--- src/core/arfc_regs.svh ---
// Register map, field positions, reset values and rates of the result formatter
`ifndef ARFC_REGS_SVH
`define ARFC_REGS_SVH

// ----------------------------------------------------------------------------
// Register offsets (3-bit word address)
// ----------------------------------------------------------------------------
`define ARFC_ADDR_W          3
`define ARFC_OFS_CONV_CTRL   3'h0
`define ARFC_OFS_RES_HIGH    3'h1
`define ARFC_OFS_RES_LOW     3'h2
`define ARFC_OFS_CLK_FMT     3'h3
`define ARFC_OFS_IRQ_STAT    3'h4
`define ARFC_OFS_IRQ_CLR     3'h5
`define ARFC_OFS_IRQ_EN      3'h6

// ----------------------------------------------------------------------------
// Field positions
// ----------------------------------------------------------------------------
`define ARFC_CTRL_DONE_BIT   7
`define ARFC_CTRL_IEN_BIT    6
`define ARFC_CLK_DIV_MSB     7
`define ARFC_CLK_DIV_LSB     5
`define ARFC_CLK_SRC_BIT     4
`define ARFC_CLK_FMT_MSB     3
`define ARFC_CLK_FMT_LSB     2
`define ARFC_IRQ_DONE_BIT    0
`define ARFC_IRQ_LOST_BIT    1
`define ARFC_IRQ_W           2

// ----------------------------------------------------------------------------
// Reset values and rates
// ----------------------------------------------------------------------------
`define ARFC_CLK_FMT_RST     8'h04
`define ARFC_CLK_MHZ         100
`define ARFC_CONV_CLK_MHZ    1

`endif

--- src/core/arfc_pkg.sv ---
// Types shared by the result formatter and its testbench
`default_nettype none
package arfc_pkg;
    // Result justification formats, codes as held in the format field
    typedef enum logic [1:0] {
        ARFC_FMT_TRUNC8 = 2'h0,
        ARFC_FMT_RIGHT  = 2'h1,
        ARFC_FMT_LEFT   = 2'h2,
        ARFC_FMT_SIGNED = 2'h3
    } arfc_fmt_t;
endpackage
`default_nettype wire

--- src/core/arfc_top.sv ---
// Converter result formatter, byte interlock, clock divider and register file
`timescale 1ns/10ps
`default_nettype none
`include "arfc_regs.svh"

// Behaviour
// - Left format: bits 9..2 high, 1..0 low top
// - Right format: bits 9..8 high low, 7..0 low
// - Signed left: like left, top bit inverted
// - Truncation: bits 9..2 in low, high zero
// - Load results on each conversion completion outside the interlock
// - High read freezes low until low read
// - Discard new results until pair read
// - Truncation mode has no low-byte interlock
// - Format codes: trunc, right, left, signed left
// - Format resets to right justified
// - Prescaler divides by 1,2,4,8 or 16
// - Source bit: 1 bus, 0 crystal clock
// - Reset selects crystal clock source
// - Done flag set, cleared by result read
// - Interrupt set at end, cleared by read/write
module arfc_top (
    input  wire logic                    clock,          // System clock, 100 MHz
    input  wire logic                    reset_n,        // Asynchronous reset, active low
    input  wire logic [`ARFC_ADDR_W-1:0] addr,           // Register word address
    input  wire logic [7:0]              wr_data,        // Write data
    input  wire logic                    wr_en,          // Write strobe
    input  wire logic                    rd_en,          // Read strobe
    output logic      [7:0]              rd_data,        // Read data, cycle after strobe
    input  wire logic                    bus_clk_en,     // Bus clock rate enable
    input  wire logic                    xtal_clk_en,    // Crystal clock rate enable
    input  wire logic [9:0]              raw_result,     // Raw converter result
    input  wire logic                    conv_done,      // Completion strobe
    output logic                         conv_clk_en,    // Converter clock enable pulse
    output arfc_pkg::arfc_fmt_t          fmt_mode,       // Current justification format
    output logic                         irq             // Level interrupt request
);
    import arfc_pkg::*;

    // ------------------------------------------------------------------------
    // Reset synchroniser
    // ------------------------------------------------------------------------
    logic        rst_meta_ff;                            // First stage
    logic        rst_n_ff;                               // Released reset for the block

    // Release through two stages, assert at once
    always_ff @(posedge clock or negedge reset_n) begin
        if (!reset_n) begin
            rst_meta_ff <= 1'b0;
            rst_n_ff    <= 1'b0;
        end else begin
            rst_meta_ff <= 1'b1;
            rst_n_ff    <= rst_meta_ff;
        end
    end

    // ------------------------------------------------------------------------
    // Register state
    // ------------------------------------------------------------------------
    logic [2:0]  div_sel_ff;                             // Prescaler field
    logic        src_sel_ff;                             // Input clock source
    arfc_fmt_t   fmt_ff;                                 // Format field
    logic        irq_en_ff;                              // Converter interrupt enable
    logic        done_ff;                                // Conversion done flag
    logic        conv_irq_ff;                            // Pending converter request
    logic        lock_ff;                                // Low byte frozen
    logic [7:0]  res_hi_ff;                              // High result byte
    logic [7:0]  res_lo_ff;                              // Low result byte
    logic [`ARFC_IRQ_W-1:0] ist_ff;                      // Sticky event status
    logic [`ARFC_IRQ_W-1:0] ien_ff;                      // Event enables
    logic [7:0]  rd_data_ff;                             // Read data register
    logic [3:0]  div_cnt_ff;                             // Prescaler counter
    logic        conv_clk_ff;                            // Divided clock pulse

    // ------------------------------------------------------------------------
    // Address decode
    // ------------------------------------------------------------------------
    wire         wr_ctrl  = wr_en && (addr == `ARFC_OFS_CONV_CTRL);  // Control write
    wire         wr_clk   = wr_en && (addr == `ARFC_OFS_CLK_FMT);    // Clock/format write
    wire         wr_iclr  = wr_en && (addr == `ARFC_OFS_IRQ_CLR);    // Status clear
    wire         wr_ien   = wr_en && (addr == `ARFC_OFS_IRQ_EN);     // Enable write
    wire         rd_hi    = rd_en && (addr == `ARFC_OFS_RES_HIGH);   // High byte read
    wire         rd_lo    = rd_en && (addr == `ARFC_OFS_RES_LOW);    // Low byte read
    wire         rd_res   = rd_hi || rd_lo;                          // Any result read

    // ------------------------------------------------------------------------
    // Result formatting
    // ------------------------------------------------------------------------
    wire         is_trunc = (fmt_ff == ARFC_FMT_TRUNC8);             // No interlock mode
    wire         set_lock = rd_hi && !is_trunc;                      // High read locks
    // A result arriving with the lock held, or in the lock cycle, is lost
    wire         blocked  = !is_trunc && (lock_ff || set_lock);
    wire         load     = conv_done && !blocked;
    wire         lost     = conv_done && blocked;                    // Dropped result event

    logic [7:0]  nxt_hi;                                 // Formatted high byte
    logic [7:0]  nxt_lo;                                 // Formatted low byte

    // Place the raw result as the current format asks
    always_comb begin
        case (fmt_ff)
            ARFC_FMT_TRUNC8: begin
                nxt_hi = 8'h00;
                nxt_lo = raw_result[9:2];
            end
            ARFC_FMT_RIGHT: begin
                nxt_hi = {6'h00, raw_result[9:8]};
                nxt_lo = raw_result[7:0];
            end
            ARFC_FMT_LEFT: begin
                nxt_hi = raw_result[9:2];
                nxt_lo = {raw_result[1:0], 6'h00};
            end
            ARFC_FMT_SIGNED: begin
                nxt_hi = {~raw_result[9], raw_result[8:2]};
                nxt_lo = {raw_result[1:0], 6'h00};
            end
            default: begin
                nxt_hi = 8'h00;
                nxt_lo = 8'h00;
            end
        endcase
    end

    // Result bytes hold between loads
    always_ff @(posedge clock or negedge rst_n_ff) begin
        if (!rst_n_ff) begin
            res_hi_ff <= 8'h00;
            res_lo_ff <= 8'h00;
        end else if (load) begin
            res_hi_ff <= nxt_hi;
            res_lo_ff <= nxt_lo;
        end
    end

    // Interlock: set by high read, freed by low read or truncation mode
    always_ff @(posedge clock or negedge rst_n_ff) begin
        if (!rst_n_ff) begin
            lock_ff <= 1'b0;
        end else if (set_lock) begin
            lock_ff <= 1'b1;
        end else if (rd_lo || is_trunc) begin
            lock_ff <= 1'b0;
        end
    end

    // ------------------------------------------------------------------------
    // Control register and completion flag
    // ------------------------------------------------------------------------
    wire         set_done = conv_done && !irq_en_ff;                 // Polled completion
    wire         set_cirq = conv_done && irq_en_ff;                  // Interrupt completion

    // Enable bit, written through the control register
    always_ff @(posedge clock or negedge rst_n_ff) begin
        if (!rst_n_ff) begin
            irq_en_ff <= 1'b0;
        end else if (wr_ctrl) begin
            irq_en_ff <= wr_data[`ARFC_CTRL_IEN_BIT];
        end
    end

    // Done flag: a new completion beats a result read in the same cycle
    always_ff @(posedge clock or negedge rst_n_ff) begin
        if (!rst_n_ff) begin
            done_ff <= 1'b0;
        end else if (set_done) begin
            done_ff <= 1'b1;
        end else if (rd_res || irq_en_ff) begin
            done_ff <= 1'b0;
        end
    end

    // Converter request: cleared by result read or control write, set wins
    always_ff @(posedge clock or negedge rst_n_ff) begin
        if (!rst_n_ff) begin
            conv_irq_ff <= 1'b0;
        end else if (set_cirq) begin
            conv_irq_ff <= 1'b1;
        end else if (rd_res || wr_ctrl) begin
            conv_irq_ff <= 1'b0;
        end
    end

    // ------------------------------------------------------------------------
    // Clock and format register
    // ------------------------------------------------------------------------
    localparam logic [7:0] CLK_FMT_RST = `ARFC_CLK_FMT_RST;         // Reset image

    // Prescaler, source and format fields
    always_ff @(posedge clock or negedge rst_n_ff) begin
        if (!rst_n_ff) begin
            div_sel_ff <= CLK_FMT_RST[`ARFC_CLK_DIV_MSB:`ARFC_CLK_DIV_LSB];
            src_sel_ff <= CLK_FMT_RST[`ARFC_CLK_SRC_BIT];
            fmt_ff     <= arfc_fmt_t'(CLK_FMT_RST[`ARFC_CLK_FMT_MSB:`ARFC_CLK_FMT_LSB]);
        end else if (wr_clk) begin
            div_sel_ff <= wr_data[`ARFC_CLK_DIV_MSB:`ARFC_CLK_DIV_LSB];
            src_sel_ff <= wr_data[`ARFC_CLK_SRC_BIT];
            fmt_ff     <= arfc_fmt_t'(wr_data[`ARFC_CLK_FMT_MSB:`ARFC_CLK_FMT_LSB]);
        end
    end

    // ------------------------------------------------------------------------
    // Converter clock divider
    // ------------------------------------------------------------------------
    // Chosen source rate, as a one-cycle enable
    wire         src_pulse = src_sel_ff ? bus_clk_en : xtal_clk_en;
    // Terminal count for the power-of-two divide; top bit set means 16
    wire [3:0]   div_last  = div_sel_ff[2]        ? 4'hF :
                             (div_sel_ff == 3'h3) ? 4'h7 :
                             (div_sel_ff == 3'h2) ? 4'h3 :
                             (div_sel_ff == 3'h1) ? 4'h1 : 4'h0;
    // A smaller divide written mid-count must still wrap
    wire         div_wrap  = src_pulse && (div_cnt_ff >= div_last);

    // Count source pulses, emit one pulse per wrap
    always_ff @(posedge clock or negedge rst_n_ff) begin
        if (!rst_n_ff) begin
            div_cnt_ff  <= 4'h0;
            conv_clk_ff <= 1'b0;
        end else begin
            conv_clk_ff <= div_wrap;
            if (div_wrap) begin
                div_cnt_ff <= 4'h0;
            end else if (src_pulse) begin
                div_cnt_ff <= div_cnt_ff + 4'h1;
            end
        end
    end

    // ------------------------------------------------------------------------
    // Event status and interrupt
    // ------------------------------------------------------------------------
    wire [`ARFC_IRQ_W-1:0] ev_set = {lost, conv_done};               // Events, lost above done

    // One sticky bit per event; a set beats a clear in the same cycle
    genvar gi;
    generate
        for (gi = 0; gi < `ARFC_IRQ_W; gi = gi + 1) begin : g_ev
            always_ff @(posedge clock or negedge rst_n_ff) begin
                if (!rst_n_ff) begin
                    ist_ff[gi] <= 1'b0;
                end else if (ev_set[gi]) begin
                    ist_ff[gi] <= 1'b1;
                end else if (wr_iclr && wr_data[gi]) begin
                    ist_ff[gi] <= 1'b0;
                end
            end
        end
    endgenerate

    // Event enables
    always_ff @(posedge clock or negedge rst_n_ff) begin
        if (!rst_n_ff) begin
            ien_ff <= '0;
        end else if (wr_ien) begin
            ien_ff <= wr_data[`ARFC_IRQ_W-1:0];
        end
    end

    // ------------------------------------------------------------------------
    // Read data
    // ------------------------------------------------------------------------
    wire [7:0]   ctrl_rd = {done_ff, irq_en_ff, 6'h00};              // Control image
    wire [7:0]   clk_rd  = {div_sel_ff, src_sel_ff, fmt_ff, 2'h0};   // Clock/format image
    wire [7:0]   rd_mux  =
        (addr == `ARFC_OFS_CONV_CTRL) ? ctrl_rd :
        (addr == `ARFC_OFS_RES_HIGH)  ? res_hi_ff :
        (addr == `ARFC_OFS_RES_LOW)   ? res_lo_ff :
        (addr == `ARFC_OFS_CLK_FMT)   ? clk_rd :
        (addr == `ARFC_OFS_IRQ_STAT)  ? {6'h00, ist_ff} :
        (addr == `ARFC_OFS_IRQ_EN)    ? {6'h00, ien_ff} : 8'h00;     // Unmapped and clear read zero

    // Data stand only in the cycle after the strobe
    always_ff @(posedge clock or negedge rst_n_ff) begin
        if (!rst_n_ff) begin
            rd_data_ff <= 8'h00;
        end else begin
            rd_data_ff <= rd_en ? rd_mux : 8'h00;
        end
    end

    // ------------------------------------------------------------------------
    // Outputs
    // ------------------------------------------------------------------------
    assign rd_data     = rd_data_ff;
    assign conv_clk_en = conv_clk_ff;
    assign fmt_mode    = fmt_ff;
    assign irq         = conv_irq_ff || (|(ist_ff & ien_ff));

    // ------------------------------------------------------------------------
    // Assertions
    // ------------------------------------------------------------------------
    AST_LEFT_FMT: assert property (@(posedge clock) disable iff (!rst_n_ff)
        load && fmt_ff == ARFC_FMT_LEFT |=>
            res_hi_ff == $past(raw_result[9:2]) && res_lo_ff == {$past(raw_result[1:0]), 6'h00})
        else $error("Left justified result misplaced");

    AST_RIGHT_FMT: assert property (@(posedge clock) disable iff (!rst_n_ff)
        load && fmt_ff == ARFC_FMT_RIGHT |=>
            res_hi_ff == {6'h00, $past(raw_result[9:8])} && res_lo_ff == $past(raw_result[7:0]))
        else $error("Right justified result misplaced");

    AST_SIGNED_FMT: assert property (@(posedge clock) disable iff (!rst_n_ff)
        load && fmt_ff == ARFC_FMT_SIGNED |=>
            res_hi_ff == {!$past(raw_result[9]), $past(raw_result[8:2])})
        else $error("Signed result top bit not inverted");

    AST_TRUNC_FMT: assert property (@(posedge clock) disable iff (!rst_n_ff)
        conv_done && is_trunc |=> res_hi_ff == 8'h00 && res_lo_ff == $past(raw_result[9:2]))
        else $error("Truncated result misplaced or not loaded");

    AST_LOW_FROZEN: assert property (@(posedge clock) disable iff (!rst_n_ff)
        rd_hi && !is_trunc ##1 (!rd_lo && !wr_clk) [*3] |=> $stable(res_lo_ff) && lock_ff)
        else $error("Low byte changed while frozen");

    AST_DISCARD: assert property (@(posedge clock) disable iff (!rst_n_ff)
        conv_done && lock_ff && !is_trunc |=> $stable(res_hi_ff) && ist_ff[`ARFC_IRQ_LOST_BIT])
        else $error("Result taken during interlock");

    AST_FMT_RESET: assert property (@(posedge clock)
        $rose(rst_n_ff) |-> fmt_ff == ARFC_FMT_RIGHT && !src_sel_ff && div_sel_ff == 3'h0)
        else $error("Clock and format fields wrong after reset");

    AST_DIV_ONE: assert property (@(posedge clock) disable iff (!rst_n_ff)
        div_sel_ff == 3'h0 && !wr_clk |=> conv_clk_en == (src_sel_ff ? $past(bus_clk_en) : $past(xtal_clk_en)))
        else $error("Undivided clock does not follow selected source");

    AST_DIV_SPAN: assert property (@(posedge clock) disable iff (!rst_n_ff)
        src_pulse && div_sel_ff == 3'h1 && div_cnt_ff <= 4'h1 |=>
            conv_clk_en == $past(div_cnt_ff[0]) && div_cnt_ff == (conv_clk_en ? 4'h0 : 4'h1))
        else $error("Divide by two wrapped at wrong count");

    AST_DONE_FLAG: assert property (@(posedge clock) disable iff (!rst_n_ff)
        conv_done && !irq_en_ff && !wr_ctrl |=> done_ff ##1 (done_ff || $past(rd_res)))
        else $error("Done flag not set or cleared without read");

    AST_CONV_IRQ: assert property (@(posedge clock) disable iff (!rst_n_ff)
        conv_done && irq_en_ff |=> irq && !done_ff)
        else $error("Completion did not raise interrupt");

endmodule
`default_nettype wire

--- config.mk ---
export PLATFORM = sky130hd
export DESIGN_NAME = arfc_top
export DESIGN_NICKNAME = d
export VERILOG_FILES = /design/src/core/arfc_pkg.sv /design/src/core/arfc_top.sv
export VERILOG_INCLUDE_DIRS = /design/src /design/src/core
export SDC_FILE = /design/constraint.sdc
export NUM_CORES = 1
export LEC_CHECK = 0
export BUFFER_PORTS_ARGS = -buffer_cell sky130_fd_sc_hd__buf_2
export CAP_MARGIN = 20
export CELL_PAD_IN_SITES_DETAIL_PLACEMENT = 0
export CELL_PAD_IN_SITES_GLOBAL_PLACEMENT = 1
export CORE_MARGIN = 3
export CORE_UTILIZATION = 45
export CTS_BUF_LIST = sky130_fd_sc_hd__clkbuf_8
export DETAILED_ROUTE_END_ITERATION = 10
export PLACE_DENSITY = 0.85
export SETUP_SLACK_MARGIN = 0.3
export SLEW_MARGIN = 15
export SYNTH_ARGS = -nofsm -noshare
export SYNTH_HDL_FRONTEND = slang
export SYNTH_SLANG_ARGS = --single-unit
--- constraint.sdc ---
create_clock -name clock -period 2.23 [get_ports clock]
set_input_delay 0.1115 -clock clock [delete_from_list [all_inputs] [get_ports clock]]
set_output_delay 0.1115 -clock clock [all_outputs]
set_load 0.05 [all_outputs]
# After elaboration in Yosys (flattened, before gate mapping)
# Index checks and enable logic that the tools add are counted.
dict set report op_classes {
  order_cmp 1
  n_reduce_logical 34
  add_sub_neg 1
  muxes 26
  bitwise 2
  eq_ne 12
}
# op count
set ops {}
lappend ops {{$mux 8} 5}
lappend ops {{$pmux 8 s4} 1}
lappend ops {{$pmux 8 s3} 1}
lappend ops {{$logic_and 1x1->1} 15}
lappend ops {{$eq 3x2->1 const B} 4}
lappend ops {{$mux 1} 12}
lappend ops {{$mux 4} 3}
lappend ops {{$reduce_bool 2->1} 6}
lappend ops {{$eq 3x3->1 const B} 3}
lappend ops {{$eq 3x1->1 const B} 2}
lappend ops {{$logic_or 1x1->1} 6}
lappend ops {{$mux 2} 3}
lappend ops {{$add 4x1->4 const B} 1}
lappend ops {{$eq 2x2->1 const B} 2}
lappend ops {{$ge 4x4->1} 1}
lappend ops {{$reduce_or 2->1} 2}
lappend ops {{$logic_not 1->1} 3}
lappend ops {{$logic_not 3->1} 1}
lappend ops {{$mux 3} 1}
lappend ops {{$and 2x2->2} 1}
lappend ops {{$eq 2x1->1 const B} 1}
lappend ops {{$logic_not 2->1} 1}
lappend ops {{$not 1->1} 1}
dict set report totals {
  inputBits 28
  word_cells 93
  out_inout_bits 12
  ff_bits 45
}

# Logic depth before layout (Yosys ltp)
dict set report depth {
  depth_word 8
  mapped_depth 6
  mapped_depth_nobuf 6
}

# Least setup slack after synthesis
# No wires, ideal clock.
dict set report synth_path {
  kind {reg2reg}
  start {register fmt_ff[0] (netlist: fmt_mode[0])}
  end {register res_hi_ff[0]}
  setup_time_ps 126
  synth_period_minus_slack_ps 1653
  stages_incl_launch_ff 6
  t_required_ps 2104
  t_arrival_ps 1527
  path_slack_ps 577
  path_buffers 2
  path_cell_list {dfstp_2 > buf_6 > o211ai_2 > o311ai_4 > buf_6 > o21ai_0}
}
dict set report synth_via {
  elab_chain_cells 7
  word_cells_on_any_way 11
  classes_between {3 x eq/ne; 1 x mux; 7 x reduce/logical}
}
# element line
set synth_rtl {}
lappend synth_rtl {{start, declared} arfc_top.sv:62} ;# arfc_fmt_t fmt_ff;
lappend synth_rtl {{start signal, assigned} arfc_top.sv:194} ;# fmt_ff <= arfc_fmt_t'(CLK_FMT_RST[`ARFC_CLK_FMT_MSB:`ARFC_CLK_FMT_LSB]);
lappend synth_rtl {{start signal, assigned} arfc_top.sv:198} ;# fmt_ff <= arfc_fmt_t'(wr_data[`ARFC_CLK_FMT_MSB:`ARFC_CLK_FMT_LSB]);
lappend synth_rtl {{$logic_not 2->1} {arfc_top.sv:89, arfc_top.sv:101}}
lappend synth_rtl {{$logic_not 1->1} {arfc_top.sv:90, arfc_top.sv:92}}
lappend synth_rtl {{$logic_and 1x1->1} arfc_top.sv:90} ;# wire set_lock = rd_hi && !is_trunc;
lappend synth_rtl {{$logic_or 1x1->1} arfc_top.sv:92} ;# wire blocked = !is_trunc && (lock_ff || set_lock);
lappend synth_rtl {{$logic_and 1x1->1} arfc_top.sv:92}
lappend synth_rtl {{$logic_not 1->1} arfc_top.sv:93} ;# wire load = conv_done && !blocked;
lappend synth_rtl {{$logic_and 1x1->1} arfc_top.sv:93}
lappend synth_rtl {{end signal, assigned} arfc_top.sv:131} ;# res_hi_ff <= nxt_hi;
lappend synth_rtl {{end, declared} arfc_top.sv:67} ;# logic [7:0] res_hi_ff;
# Several ways; a longest one is shown, not always the timed one.
# A chain may end at the register's enable or synchronous reset.

# Final worst setup path
dict set report layout_path {
  start {register div_sel_ff[2]}
  end {register div_cnt_ff[3]}
}
dict set report layout_via {
  elab_chain_cells 8
  word_cells_on_any_way 11
  classes_between {1 x order compare; 3 x eq/ne; 5 x mux; 2 x reduce/logical}
}
# element line
set layout_rtl {}
lappend layout_rtl {{start, declared} arfc_top.sv:60} ;# logic [2:0] div_sel_ff;
lappend layout_rtl {{start signal, assigned} arfc_top.sv:192} ;# div_sel_ff <= CLK_FMT_RST[`ARFC_CLK_DIV_MSB:`ARFC_CLK_DIV_LSB];
lappend layout_rtl {{start signal, assigned} arfc_top.sv:196} ;# div_sel_ff <= wr_data[`ARFC_CLK_DIV_MSB:`ARFC_CLK_DIV_LSB];
lappend layout_rtl {{$eq 3x1->1} arfc_top.sv:211} ;# (div_sel_ff == 3'h1) ? 4'h1 : 4'h0;
lappend layout_rtl {{$mux 1} arfc_top.sv:211}
lappend layout_rtl {{$mux 2} arfc_top.sv:210} ;# (div_sel_ff == 3'h2) ? 4'h3 :
lappend layout_rtl {{$mux 3} arfc_top.sv:209} ;# (div_sel_ff == 3'h3) ? 4'h7 :
lappend layout_rtl {{$mux 4 *} arfc_top.sv:208} ;# wire [3:0] div_last = div_sel_ff[2] ? 4'hF :
lappend layout_rtl {{$ge 4x4->1 *} arfc_top.sv:213} ;# wire div_wrap = src_pulse && (div_cnt_ff >= div_last);
lappend layout_rtl {{$logic_and 1x1->1 *} arfc_top.sv:213}
lappend layout_rtl {{$mux 4 / $reduce_bool 2->1 (equally long branches)} --}
lappend layout_rtl {{end signal, assigned} arfc_top.sv:225} ;# div_cnt_ff <= div_cnt_ff + 4'h1;
lappend layout_rtl {{end, declared} arfc_top.sv:72} ;# logic [3:0] div_cnt_ff;
# Mark *: on every way between the ends. The rest lies on a longest branch, timed or not.

==> reports/results.ini <==
[status]
outcome = complete, no violations

[timing]
max-slew-margin-rel_pct = 38.8
drv_slew = 0
rsz0062_at_grt = no
setup_viol = 0
tns_ns = 0
hold_slack_ns = 0.0527
finClkSkew_ns = 0.00480
clock.fmax_ghz = 0.588
post-route-period-util_pct = 76.2
finalCriticalPeriod_ns = 1.70
worstMarginPinSlew_ns = 0.919
hold_viol_final = 0

[logic_synthesis]
synth_seq_cells = 45
seq_area_frac_synth_pct = 49.7
synth_warnings = 0
netlist_area_um2 = 2270
synth_area_leaders = dfrtp_1, mux2_2, nand2_1
synth_fp_nets = 243
synth_top_cell_by_area = dfrtp_1
syn_area_per_cell_um2 = 10.8
synth_cell_types = 38
synthCells = 210
synth_top_area_share_pct = 48.5

[power]
power.internal_mw = 1.51
pwr-share-seq_pct = 49.1
p_sw_share_pct = 34.7
combinationalPowerShare_pct = 30.8
power.total_mw = 2.31
power_leakage_nw = 1.22
powerDensity_nw_per_um2 = 901
p_sw_uw = 802
vdd.ir_drop.worst_mv = 0.443
clkPwrFrac_pct = 20.1

[clock_network]
numCtsBuffers = 5
clock_path_buffers = 2
cts_resized = 0
cts_tree = yes
root_buffer = clkbuf_8
clk_pin_slew_ns = 0.08
h-tree-depth = 2
clk_latency_ns = 0.29
post_cts_buffers = 0
hold_buffers = 1
cts_sinks = 45

[worst_setup_path]
cp_max_fo = 6
crit_arrival_ns = 1.86
cpPeakStageDelay_ns = 0.42
path_buf_inv = 0
critPathLaunchType = flop
critPathTopFamily = compound AO/OA/AOI/OAI gates
crit_path_start = div_sel_ff[2]
reg2reg_from = div_sel_ff[2]
cpMostUsedCell = o21ai_0
path_cells = or3_1 -> ha_1 -> o21ai_0 -> a21oi_1 -> o21ai_0
critPathCaptureType = flop
worstPathRequired_ns = 2.39
critPathSlowestCell = dfrtp_1
crit_type = flop to flop

[placed_design]
hpwl_um = 3110
numPortBuffers = 39
place_congestion = 0.761

[route]
vias_per_cell = 5.14
antenna_left = 0
num_vias = 1625
drt_pre_antenna_iters = 4
wl_um = 4300
drc_errors = 0
initialDrtViolationCount = 111
wire_per_inst_um = 13.6

[grt]
grt_pass1_vias = 1495
grt_first_pass_wirelength_um = 7390
overflow = 0
grt_max_degree = 44
antenna_found_initial = 0
grt_use_total_pct = 15.7

[die]
io-pin-count = 40
start_util_pct = 47.4
die_w_um = 77
core-area_um2 = 4790
dieArea_um2 = 5930
rows = 25
die_y_um = 77

[layout]
fillers = 438
n_antenna_cell = 0
layout-drive-gt1-share_pct = 28.5
final_nets = 281
syn_to_final_growth_pct = 13.1

[worst_hold_path]
min_path_type = input port to flop
hp-start = wr_data[4]

[job]
drv_cap = 0

[metal layers]
| layer | up-vias | GRT usage [%] | share of wire (%) | wire, um |
|---|---|---|---|---|
| met1 | 772 | 22.7 | 48 | 2040 |
| met5 | - | 0 | 0 | 0 |
| met4 | 0 | 4.80 | 0.54 | 23 |
| met3 | 2 | 3.76 | 4.6 | 196 |
| met2 | 34 | 23.3 | 47 | 2030 |
| li1 | 817 | - | - | - |
[registers in the layout (all words and copies together) (netlist names)]
register	cells
conv_clk_en	1
conv_irq_ff	1
div_cnt_ff	4
div_sel_ff	3
done_ff	1
fmt_mode	2
ien_ff	2
irq_en_ff	1
ist_ff	2
lock_ff	1
rd_data	8
res_hi_ff	8
res_lo_ff	8
rst_meta_ff	1
rst_n_ff	1
src_sel_ff	1
[cell families (layout without fill, tap and decap cells)]
logic type / Yosys count / count (layout) / share of synthesized area, %
AND/OR/NAND/NOR: 63 / 63 / 12.2
AO/OA/AOI/OAI: 49 / 49 / 15.1
flip-flops: 45 / 45 / 49.7
multiplexers: 27 / 27 / 14.1
buffers and inverters: 18 / 57 / 5.24
adder cells (fa/ha/maj): 5 / 5 / 2.76
XOR/XNOR: 2 / 2 / 0.772
other: 1 / 1 / 0.165
[Yosys cell counts]
cell type	number
a211o_1	1
a211oi_1	3
a21oi_1	7
a221o_1	1
a221oi_1	2
a22o_1	2
a22oi_1	6
and2_1	1
and2b_1	1
and4b_1	1
buf_2	5
buf_6	6
clkbuf_1	1
conb_1	1
dfrtp_1	44
dfstp_2	1
ha_1	5
inv_1	6
mux2_2	16
mux2i_1	8
mux2i_2	1
mux4_2	2
nand2_1	36
nand2b_1	2
nand3_1	3
nor2_1	10
nor2b_1	5
nor3_1	2
o211ai_2	1
o21a_1	1
o21ai_0	14
o21ai_1	3
o21ai_2	1
o311ai_4	1
o31ai_1	6
or3_1	2
xnor2_1	1
xor2_1	1
[through the flow]
step	utilization, %	worst slack, ns	std cells	instance area, um^2
floorplan	-	0.577	210	2270
global placement	51.7	0.575	307	2470
detailed placement	51.7	0.533	307	2470
CTS	53.6	0.527	316	2560
global route	53.6	0.442	316	2560
finish	53.6	0.530	316	2560
[path summary, 6_finish.rpt]
check	to	cells after the start	slack [ns]
hold reg to reg	rst_n_ff	0	0.35
max in group asynchronous	done_ff	0	1.24
min in group asynchronous	rst_n_ff	2	0.12
setup / recovery	div_cnt_ff[3]	5	0.53
hold / removal	src_sel_ff	2	0.05
setup reg to reg	div_cnt_ff[3]	5	0.53
[placed cells by master (no fill, tap or decap), types with 2 or more instances in the layout]
| cell type | instances |
|---|---|
| dfrtp_1 | 43 |
| nand2_1 | 36 |
| mux2i_1 | 8 |
| nor3_1 | 2 |
| or3_1 | 2 |
| buf_4 | 3 |
| inv_1 | 9 |
| a22o_1 | 2 |
| mux2_2 | 16 |
| nor2b_1 | 5 |
| a211oi_1 | 3 |
| ha_1 | 5 |
| nand3_1 | 3 |
| o21ai_1 | 3 |
| nand2b_1 | 2 |
| o31ai_1 | 6 |
| clkbuf_8 | 5 |
| o21ai_0 | 14 |
| a221oi_1 | 2 |
| buf_2 | 39 |
| mux4_2 | 2 |
| a21oi_1 | 7 |
| a22oi_1 | 6 |
| nor2_1 | 10 |
[power by group through the flow]
stage          Clock [mW]  Sequential [mW]  Combinational (mW)
3_5_place_dp            0             1.15               0.719
5_1_grt             0.527             1.16               0.805
3_3_place_gp            0             1.15               0.708
2_1_floorplan           0             1.21               0.496
6_report            0.464             1.13               0.712
4_1_cts             0.485             1.14               0.721
[layout make-up]
class	count	area (um^2)	share of cell area, %
clock buffer	5	68.8	2.68
clock inverter	3	11.3	0.439
inverter	6	22.5	0.878
multi-input combinational	147	1020	39.9
sequential	45	1130	44.0
tap	67	83.8	3.27
timing repair buffer	43	228	8.88
No activity file was read; power rests on OpenSTA's default activity.
